--- config.mk ---
export PLATFORM = sky130hd
export DESIGN_NAME = dcpt_channel
export DESIGN_NICKNAME = d
export VERILOG_FILES = /design/src/logic/dcpt_pkg.sv /design/src/logic/dcpt_apb_slave.sv /design/src/logic/dcpt_channel.sv
export SDC_FILE = /design/constraint.sdc
export NUM_CORES = 1
export LEC_CHECK = 0
export BUFFER_PORTS_ARGS = -buffer_cell sky130_fd_sc_hd__buf_2
export CAP_MARGIN = 20
export CORE_ASPECT_RATIO = 1.75
export CORE_MARGIN = 4
export CORE_UTILIZATION = 50
export DETAILED_ROUTE_END_ITERATION = 16
export GPL_ROUTABILITY_DRIVEN = 0
export GPL_TIMING_DRIVEN = 0
export PLACE_DENSITY = 0.74
export SYNTH_ARGS = -nofsm -noshare
export SYNTH_HDL_FRONTEND = slang
export SYNTH_HIERARCHICAL = 1
export SYNTH_SLANG_ARGS = --single-unit
--- constraint.sdc ---
create_clock -name clk -period 4.1 [get_ports clk]
set_clock_uncertainty 0.15 [all_clocks]
set_input_delay 0.41 -clock clk [delete_from_list [all_inputs] [get_ports clk]]
set_output_delay 0.41 -clock clk [all_outputs]
set_load 0.05 [all_outputs]
--- src/logic/dcpt_pkg.sv ---
// shared constants for the channel progress tracking block
package dcpt_pkg;
   localparam int          DATA_W        = 16;
   localparam int          ADDR_W        = 8;
   localparam int          NUM_REGS      = 8;
   // register byte offsets
   localparam logic [7:0]  OFS_SRC_LEN   = 8'h00;
   localparam logic [7:0]  OFS_DST_LEN   = 8'h04;
   localparam logic [7:0]  OFS_SRC_PTR   = 8'h08;
   localparam logic [7:0]  OFS_DST_PTR   = 8'h0C;
   localparam logic [7:0]  OFS_CELL_SIZE = 8'h10;
   localparam logic [7:0]  OFS_CELL_PROG = 8'h14;
   localparam logic [7:0]  OFS_MATCH     = 8'h18;
   localparam logic [7:0]  OFS_CTRL      = 8'h1C;
   // control register fields
   localparam int          CTRL_EN_BIT   = 0;
   localparam int          CTRL_PAT_BIT  = 1;
   localparam int          CTRL_BUSY_BIT = 4;
   // reset values
   localparam logic [15:0] RST_WORD      = 16'h0000;
   // a zero size field means one more than the field can hold
   localparam logic [16:0] FULL_SPAN     = 17'h10000;
   typedef enum logic [1:0] {
      ST_IDLE = 2'b01,
      ST_MOVE = 2'b10
   } dcpt_state_t;
endpackage

--- src/logic/dcpt_apb_slave.sv ---
// apb slave: address decode, read data flop, ready and error
`timescale 1ns/1ps
module dcpt_apb_slave (
   input  wire logic                          clk,
   input  wire logic                          rstN,
   input  wire logic                          psel,
   input  wire logic                          penable,
   input  wire logic                          pwrite,
   input  wire logic [dcpt_pkg::ADDR_W-1:0]   paddr,
   input  wire logic [dcpt_pkg::DATA_W-1:0]   regWords [dcpt_pkg::NUM_REGS],
   output logic      [31:0]                   prdata,
   output logic                               pready,
   output logic                               pslverr,
   output logic                               wrStrobe,
   output logic      [2:0]                    wrIdx
);
   import dcpt_pkg::*;

   logic        hit;
   logic [31:0] prdata_q;

   // word aligned and inside the eight-word window
   assign hit   = (paddr[7:5] == 3'h0) && (paddr[1:0] == 2'h0);
   assign wrIdx = paddr[4:2];

   // data is latched in the setup cycle so the access phase is one cycle
   always_ff @(posedge clk or negedge rstN) begin
      if (!rstN) begin
         prdata_q <= 32'h00000000;
      end else if (psel && !penable) begin
         prdata_q <= hit ? {16'h0000, regWords[wrIdx]} : 32'h00000000;
      end
   end

   // every access completes in its first access cycle
   assign prdata   = prdata_q;
   assign pready   = psel && penable;
   assign pslverr  = pready && !hit;
   assign wrStrobe = pready && pwrite && hit;
endmodule

--- src/logic/dcpt_channel.sv ---
// one dma channel: byte pointers, cell progress and pattern terminate
//
// Register access over APB and the register offsets are this design's own decisions.
`timescale 1ns/1ps
// How it works
// - source byte index is 16-bit read-only, counting source bytes reached.
// - a pattern detect in pattern mode clears the source byte index.
// - destination byte index is 16-bit read-only, counting bytes reached.
// - each accepted trigger moves bytes_per_event bytes unless a pattern detect ends it first; zero means 65,536 bytes.
// - event progress counts bytes moved since the last trigger.
// - progress count wraps to zero once a full cell has moved, so it reads zero in idle.
// - a pattern detect in pattern mode clears the progress count.
// - in pattern mode a matching data byte ends the channel transfer.
// - upper sixteen bits of all these registers read as zero.
// - source buffer length is 16-bit; zero means 65,536 bytes.
module dcpt_channel (
   input  wire logic                          clk,
   input  wire logic                          reset_n,
   input  wire logic                          psel,
   input  wire logic                          penable,
   input  wire logic                          pwrite,
   input  wire logic [dcpt_pkg::ADDR_W-1:0]   paddr,
   input  wire logic [31:0]                   pwdata,
   output logic      [31:0]                   prdata,
   output logic                               pready,
   output logic                               pslverr,
   input  wire logic                          cellTrig,
   output logic                               busReq,
   input  wire logic                          busAck,
   input  wire logic [7:0]                    busData,
   output logic      [dcpt_pkg::DATA_W-1:0]   srcIndex,
   output logic      [dcpt_pkg::DATA_W-1:0]   dstIndex,
   output logic                               cellDone,
   output logic                               xferDone
);
   import dcpt_pkg::*;

   logic              rstMeta_q;
   logic              rstN_q;
   dcpt_state_t       state_q;
   logic [15:0]       srcLen_q;
   logic [15:0]       dstLen_q;
   logic [15:0]       srcPtr_q;
   logic [15:0]       dstPtr_q;
   logic [15:0]       cellSize_q;
   logic [15:0]       cellCnt_q;
   logic [15:0]       match_q;
   logic              enable_q;
   logic              patMode_q;
   logic              cellDone_q;
   logic              xferDone_q;
   logic              wrStrobe;
   logic [2:0]        wrIdx;
   logic [15:0]       regWords [NUM_REGS];
   logic              moving;
   logic              detect;
   logic              cellEnd;
   logic              srcWrap;
   logic              dstWrap;
   logic [16:0]       cellSpan;
   logic [16:0]       srcSpan;
   logic [16:0]       dstSpan;
   logic [16:0]       cellNext;
   logic [16:0]       srcNext;
   logic [16:0]       dstNext;
   logic [15:0]       ctrlWord;

   // reset release through two flops; the first feeds only the second
   always_ff @(posedge clk or negedge reset_n) begin
      if (!reset_n) begin
         rstMeta_q <= 1'b0;
         rstN_q    <= 1'b0;
      end else begin
         rstMeta_q <= 1'b1;
         rstN_q    <= rstMeta_q;
      end
   end

   dcpt_apb_slave u_apb (
      .clk      (clk),
      .rstN     (rstN_q),
      .psel     (psel),
      .penable  (penable),
      .pwrite   (pwrite),
      .paddr    (paddr),
      .regWords (regWords),
      .prdata   (prdata),
      .pready   (pready),
      .pslverr  (pslverr),
      .wrStrobe (wrStrobe),
      .wrIdx    (wrIdx)
   );

   // read view; upper halves are zero-filled by the slave
   assign ctrlWord = {11'h000, (state_q == ST_MOVE), 2'h0,
                      patMode_q, enable_q};
   assign regWords[OFS_SRC_LEN[4:2]]   = srcLen_q;
   assign regWords[OFS_DST_LEN[4:2]]   = dstLen_q;
   assign regWords[OFS_SRC_PTR[4:2]]   = srcPtr_q;
   assign regWords[OFS_DST_PTR[4:2]]   = dstPtr_q;
   assign regWords[OFS_CELL_SIZE[4:2]] = cellSize_q;
   assign regWords[OFS_CELL_PROG[4:2]] = cellCnt_q;
   assign regWords[OFS_MATCH[4:2]]     = match_q;
   assign regWords[OFS_CTRL[4:2]]      = ctrlWord;

   // zero in a size field stands for the full 65,536-byte span
   assign cellSpan = (cellSize_q == 16'h0000) ? FULL_SPAN
                                             : {1'b0, cellSize_q};
   assign srcSpan  = (srcLen_q == 16'h0000) ? FULL_SPAN
                                           : {1'b0, srcLen_q};
   assign dstSpan  = (dstLen_q == 16'h0000) ? FULL_SPAN
                                           : {1'b0, dstLen_q};
   assign cellNext = {1'b0, cellCnt_q} + 17'h00001;
   assign srcNext  = {1'b0, srcPtr_q} + 17'h00001;
   assign dstNext  = {1'b0, dstPtr_q} + 17'h00001;

   // one byte moves per acknowledged request
   assign moving  = (state_q == ST_MOVE) && busAck;
   // match value only counts in pattern mode
   assign detect  = moving && patMode_q
                    && (busData == match_q[7:0]);
   assign cellEnd = moving && (cellNext == cellSpan);
   assign srcWrap = srcNext == srcSpan;
   assign dstWrap = dstNext == dstSpan;
   assign busReq  = (state_q == ST_MOVE);

   // channel sequencing; triggers while busy are dropped
   always_ff @(posedge clk or negedge rstN_q) begin
      if (!rstN_q) begin
         state_q <= ST_IDLE;
      end else begin
         unique case (state_q)
            ST_IDLE: begin
               if (cellTrig && enable_q) begin
                  state_q <= ST_MOVE;
               end
            end
            ST_MOVE: begin
               if (detect || cellEnd) begin
                  state_q <= ST_IDLE;
               end
            end
         endcase
      end
   end

   // software-written configuration
   always_ff @(posedge clk or negedge rstN_q) begin
      if (!rstN_q) begin
         srcLen_q   <= RST_WORD;
         dstLen_q   <= RST_WORD;
         cellSize_q <= RST_WORD;
         match_q    <= RST_WORD;
         patMode_q  <= 1'b0;
      end else if (wrStrobe) begin
         unique case (wrIdx)
            OFS_SRC_LEN[4:2]:   srcLen_q   <= pwdata[15:0];
            OFS_DST_LEN[4:2]:   dstLen_q   <= pwdata[15:0];
            OFS_CELL_SIZE[4:2]: cellSize_q <= pwdata[15:0];
            OFS_MATCH[4:2]:     match_q    <= pwdata[15:0];
            OFS_CTRL[4:2]:      patMode_q  <= pwdata[CTRL_PAT_BIT];
            default:            patMode_q  <= patMode_q;   // pointers are RO
         endcase
      end
   end

   // enable: a termination beats a software write in the same cycle
   always_ff @(posedge clk or negedge rstN_q) begin
      if (!rstN_q) begin
         enable_q <= 1'b0;
      end else if (detect) begin
         enable_q <= 1'b0;
      end else if (wrStrobe && wrIdx == OFS_CTRL[4:2]) begin
         enable_q <= pwdata[CTRL_EN_BIT];
      end
   end

   // source index: advances per byte, wraps at buffer end
   always_ff @(posedge clk or negedge rstN_q) begin
      if (!rstN_q) begin
         srcPtr_q <= RST_WORD;
      end else if (detect) begin
         srcPtr_q <= 16'h0000;
      end else if (moving) begin
         srcPtr_q <= srcWrap ? 16'h0000 : srcNext[15:0];
      end
   end

   // destination index; a pattern detect does not clear it, the matching byte still advances it
   always_ff @(posedge clk or negedge rstN_q) begin
      if (!rstN_q) begin
         dstPtr_q <= RST_WORD;
      end else if (moving) begin
         dstPtr_q <= dstWrap ? 16'h0000 : dstNext[15:0];
      end
   end

   // cell progress; wraps to zero at cell end, so it always reads zero in idle
   always_ff @(posedge clk or negedge rstN_q) begin
      if (!rstN_q) begin
         cellCnt_q <= RST_WORD;
      end else if (detect || cellEnd) begin
         cellCnt_q <= 16'h0000;
      end else if (moving) begin
         cellCnt_q <= cellNext[15:0];
      end
   end

   // completion pulses, one cycle after the ending byte
   always_ff @(posedge clk or negedge rstN_q) begin
      if (!rstN_q) begin
         cellDone_q <= 1'b0;
         xferDone_q <= 1'b0;
      end else begin
         cellDone_q <= cellEnd && !detect;
         xferDone_q <= detect;
      end
   end

   assign srcIndex = srcPtr_q;
   assign dstIndex = dstPtr_q;
   assign cellDone = cellDone_q;
   assign xferDone = xferDone_q;

   src_clear_a: assert property (@(posedge clk) disable iff (!rstN_q)
      detect |=> srcPtr_q == 16'h0000)
      else $error("source index not cleared on pattern detect");

   cell_clear_a: assert property (@(posedge clk) disable iff (!rstN_q)
      detect |=> cellCnt_q == 16'h0000 && xferDone)
      else $error("progress not cleared on pattern detect");

   src_step_a: assert property (@(posedge clk) disable iff (!rstN_q)
      moving && !detect && !srcWrap |=> srcPtr_q == $past(srcPtr_q) + 16'h0001)
      else $error("source index did not advance by one");

   dst_step_a: assert property (@(posedge clk) disable iff (!rstN_q)
      moving && !dstWrap |=> dstPtr_q == $past(dstPtr_q) + 16'h0001)
      else $error("destination index did not advance by one");

   cell_size_a: assert property (@(posedge clk) disable iff (!rstN_q)
      $rose(cellDone) |-> {1'b0, $past(cellCnt_q)} + 17'h00001 == cellSpan)
      else $error("cell ended at wrong byte count");

   cell_wrap_a: assert property (@(posedge clk) disable iff (!rstN_q)
      cellEnd |=> cellCnt_q == 16'h0000 && state_q == ST_IDLE)
      else $error("progress did not wrap after a full cell");

   idle_zero_a: assert property (@(posedge clk) disable iff (!rstN_q)
      state_q == ST_IDLE |-> cellCnt_q == 16'h0000)
      else $error("progress nonzero while idle");

   stop_match_a: assert property (@(posedge clk) disable iff (!rstN_q)
      detect |=> !enable_q && !busReq)
      else $error("transfer not ended on match");

   read_upper_a: assert property (@(posedge clk) disable iff (!rstN_q)
      pready |-> prdata[31:16] == 16'h0000)
      else $error("upper read bits not zero");

   no_pattern_a: assert property (@(posedge clk) disable iff (!rstN_q)
      !patMode_q ##1 1'b1 |-> !xferDone)
      else $error("pattern ended a transfer outside pattern mode");

   src_hold_a: assert property (@(posedge clk) disable iff (!rstN_q)
      !moving |=> srcPtr_q == $past(srcPtr_q))
      else $error("source index moved without a byte");

   dst_hold_a: assert property (@(posedge clk) disable iff (!rstN_q)
      !moving |=> dstPtr_q == $past(dstPtr_q))
      else $error("destination index moved without a byte");

   src_wrap_a: assert property (@(posedge clk) disable iff (!rstN_q)
      moving && !detect && srcWrap |=> srcPtr_q == 16'h0000)
      else $error("source index did not wrap at buffer end");

   dst_wrap_a: assert property (@(posedge clk) disable iff (!rstN_q)
      moving && dstWrap |=> dstPtr_q == 16'h0000)
      else $error("destination index did not wrap at buffer end");

   cell_step_a: assert property (@(posedge clk) disable iff (!rstN_q)
      moving && !detect && !cellEnd |=>
         cellCnt_q == $past(cellCnt_q) + 16'h0001)
      else $error("progress did not advance by one");

   trig_start_a: assert property (@(posedge clk) disable iff (!rstN_q)
      state_q == ST_IDLE && cellTrig && enable_q |=> busReq)
      else $error("accepted trigger did not start a cell");

   trig_drop_a: assert property (@(posedge clk) disable iff (!rstN_q)
      state_q == ST_IDLE && !(cellTrig && enable_q) |=> !busReq)
      else $error("cell started without an accepted trigger");

   cell_pulse_a: assert property (@(posedge clk) disable iff (!rstN_q)
      cellEnd && !detect |=> cellDone && !xferDone)
      else $error("cell end not flagged");

   rst_clear_a: assert property (@(posedge clk)
      !rstN_q |-> srcPtr_q == 16'h0000 && dstPtr_q == 16'h0000
         && cellCnt_q == 16'h0000 && match_q == 16'h0000)
      else $error("pointer or pattern bits not cleared in reset");
endmodule

==> flow_metrics.tcl <==
set metrics [dict create \
    status "complete, no violations" \
    setup_viol 0 \
    worst_setup_path_end_kind "register" \
    crit_type "register to register" \
    pin_count 124 \
    synth_top_area_share_pct 38.4 \
    clk_latency_ns 0.42 \
    nNetsFinal 1062 \
    drc 0 \
    synth_edf_count 0 \
    required_ns 4.19 \
    critPathMaxFanout 9 \
    grt-ovfl-total 0 \
    power_density_nw_per_um2 459 \
    core_area_um2 17100 \
    num_vias 7659 \
    final_core_util_pct 60.6 \
    clk_pin_slew_worst_paths_ns 0.05 \
    slew_headroom_pct 32.7 \
    drt-vias-per-instance 6.16 \
    min_period_ns 3.67 \
    start_util_pct 51.4 \
    routedWlPerCell_um 22.1 \
    drtAntennaViolNets 0 \
    final-hold-violation-count 0 \
    drv_slew 0 \
    peakVddDrop_v 0.000316 \
    post_cts_resized 0 \
    synthCells 864 \
    area_delta_synth_final_pct 17.8 \
    dr.pass1.iters 5 \
    yosys.area.top_type "dfrtp_1" \
    cellLeakagePower_nw 4.70 \
    antenna_found_initial 0 \
    start_kind "register" \
    synth_area_leaders "dfrtp_1, mux2_2, mux4_2" \
    row_count 63 \
    tightest_slew_ns 1.00 \
    period_share_pct 89.5 \
    cts.sinks 136 \
    hold_path.class "input port to register" \
    place_hpwl_mm 21.2 \
    multi_input_area_um2 5020 \
    cp.arrival_ns 3.77 \
    total_power_mw 4.75 \
    synthArstFlopShare_pct 100 \
    setup_tns_ns 0 \
    synth-main-ff-cell "dfrtp_1" \
    cts-root-buf "clkbuf_16" \
    rsz0062_at_grt "false" \
    grt_pass1_wl_mm 42.4 \
    cts_buffer_depth 2 \
    grt_pass1_vias 7646 \
    ys_warn_count 6 \
    cts_hold_buffers 2 \
    grt_max_degree 69 \
    yosysUniqueCellTypes 80 \
    drv_cap 0 \
    synth_most_common_cell "dfrtp_1" \
    grtUsageTotal_pct 28.5 \
    synth_common_cells "dfrtp_1, nand2_1, mux2_2" \
    synth-seq-cells 136 \
    avgSynthCellArea_um2 10.2 \
    seq_area_um2 3410 \
    die_height_um 183 \
    fillCellCount 1463 \
    diodes 0 \
    cts_made_buffers 17 \
    post_cts_buffers 0 \
    fmax_mhz 272 \
    drive_gt1_share_pct 29.1 \
    drt-initial-drc-count 527 \
    dieArea_um2 19900 \
    ys_seq_area_share_pct 38.7 \
    htreeDepth 4 \
    die_x_um 108 \
    wl_mm 27.4 \
    cts_tree "built" \
    synth_area_um2 8800 \
    io_buffers 89 \
]
kinds of logic (layout without fill, tap and decap cells):
group	Yosys count	count (layout)	share of synthesized area (%)
and+or+nand+nor	317	317	19.5
muxes	115	115	18.6
DFF	136	136	38.7
other	3	30	0.128
buffers and inverters	92	217	5.46
AOI/OAI and AO/OA	121	121	9.53
xor gates and xnor gates	76	76	7.57
adders and majority gates	4	4	0.540
per-layer routing:
layer | GRT usage [%] | routed length (um) | share of wire [%] | up-vias
met5 | 0 | 0 | 0 | -
met4 | 19.2 | 1980 | 7.2 | 0
met3 | 5.20 | 1540 | 5.6 | 115
met2 | 50.9 | 14500 | 53 | 309
met1 | 29.8 | 9390 | 34 | 3810
li1 | - | - | - | 3425
flip-flops by register name, indices dropped and copies added (netlist names):
| signal | flops |
|---|---|
| cellCnt_q | 16 |
| srcLen_q | 16 |
| match_q | 16 |
| rstN_q | 1 |
| rstMeta_q | 1 |
| cellDone | 1 |
| u_apb/prdata | 16 |
| cellSize_q | 16 |
| dstIndex | 16 |
| xferDone | 1 |
| state_q | 2 |
| srcIndex | 16 |
| dstLen_q | 16 |
| patMode_q | 1 |
| enable_q | 1 |
path summary, 6_finish.rpt:
kind	depth (start not counted)	slack [ns]	endpoint	start
max in group asynchronous	2	2.97	dstIndex[11]	rstN_q
hold / removal	2	0.13	srcLen_q[14]	pwdata[14]
setup / recovery	8	0.43	dstIndex[10]	dstIndex[0]
setup reg to reg	8	0.43	dstIndex[10]	dstIndex[0]
min in group asynchronous	2	0.15	rstN_q	reset_n
hold reg to reg	1	0.18	state_q[1]	rstN_q
metrics by stage:
stage | cells | setup slack, ns | hold slack [ns] | instance area [um2]
6_report | 1243 | 0.429 | 0.131 | 10400
2_1_floorplan | 891 | 0.989 | -0.0356 | 8900
3_5_place_dp | 1210 | 0.552 | -0.0405 | 9700
5_1_grt | 1243 | 0.282 | 0.118 | 10400
4_1_cts | 1243 | 0.558 | 0.117 | 10400
3_3_place_gp | 1207 | 0.210 | 0.0451 | 9630
worst max-delay path, cell delays in order (launching register included):
cell and delay, ns:
dfrtp_1 0.54, ha_1 0.38, nand4_1 0.26, nor3_1 0.62, nor3_1 0.10, o31ai_1 0.35, nand4b_1 0.26, nor2_1 0.56
o21ai_0 0.27
layout by cell type (no fill, tap or decap), drive strengths merged, types with 5 or more instances in the layout:
cell type	synthesis	layout
xnor2	49	49
nor2	45	45
and2	6	6
buf	49	141
a21oi	9	9
clkbuf	31	52
or3	11	11
xor2	27	27
dfrtp	135	135
nand4	27	27
nor3	25	25
a211oi	8	8
nor2b	6	6
mux2i	18	18
nand2b	5	5
nand3	44	44
nand2	80	80
nand3b	7	7
o21ai	53	53
and4	9	9
and3	11	11
nor4	20	20
conb	3	30
mux2	65	65
mux4	32	32
inv	12	13
power breakdown:
group | internal, mW | switching [mW]
Combinational | 0.538 | 0.959
Clock | 1.08 | 0.577
Sequential | 1.45 | 0.144
Total | 3.07 | 1.68
area by class of cell:
type / instances / share of cell area (%)
Multi-Input combinational cell: 663 / 48.4
Sequential cell: 136 / 32.9
Timing Repair Buffer: 94 / 5.07
Clock buffer: 21 / 4.63
Buffer: 80 / 4.20
Tap cell: 227 / 2.74
Clock inverter: 10 / 1.61
Inverter: 12 / 0.435
No activity file was read; power rests on OpenSTA's default activity.
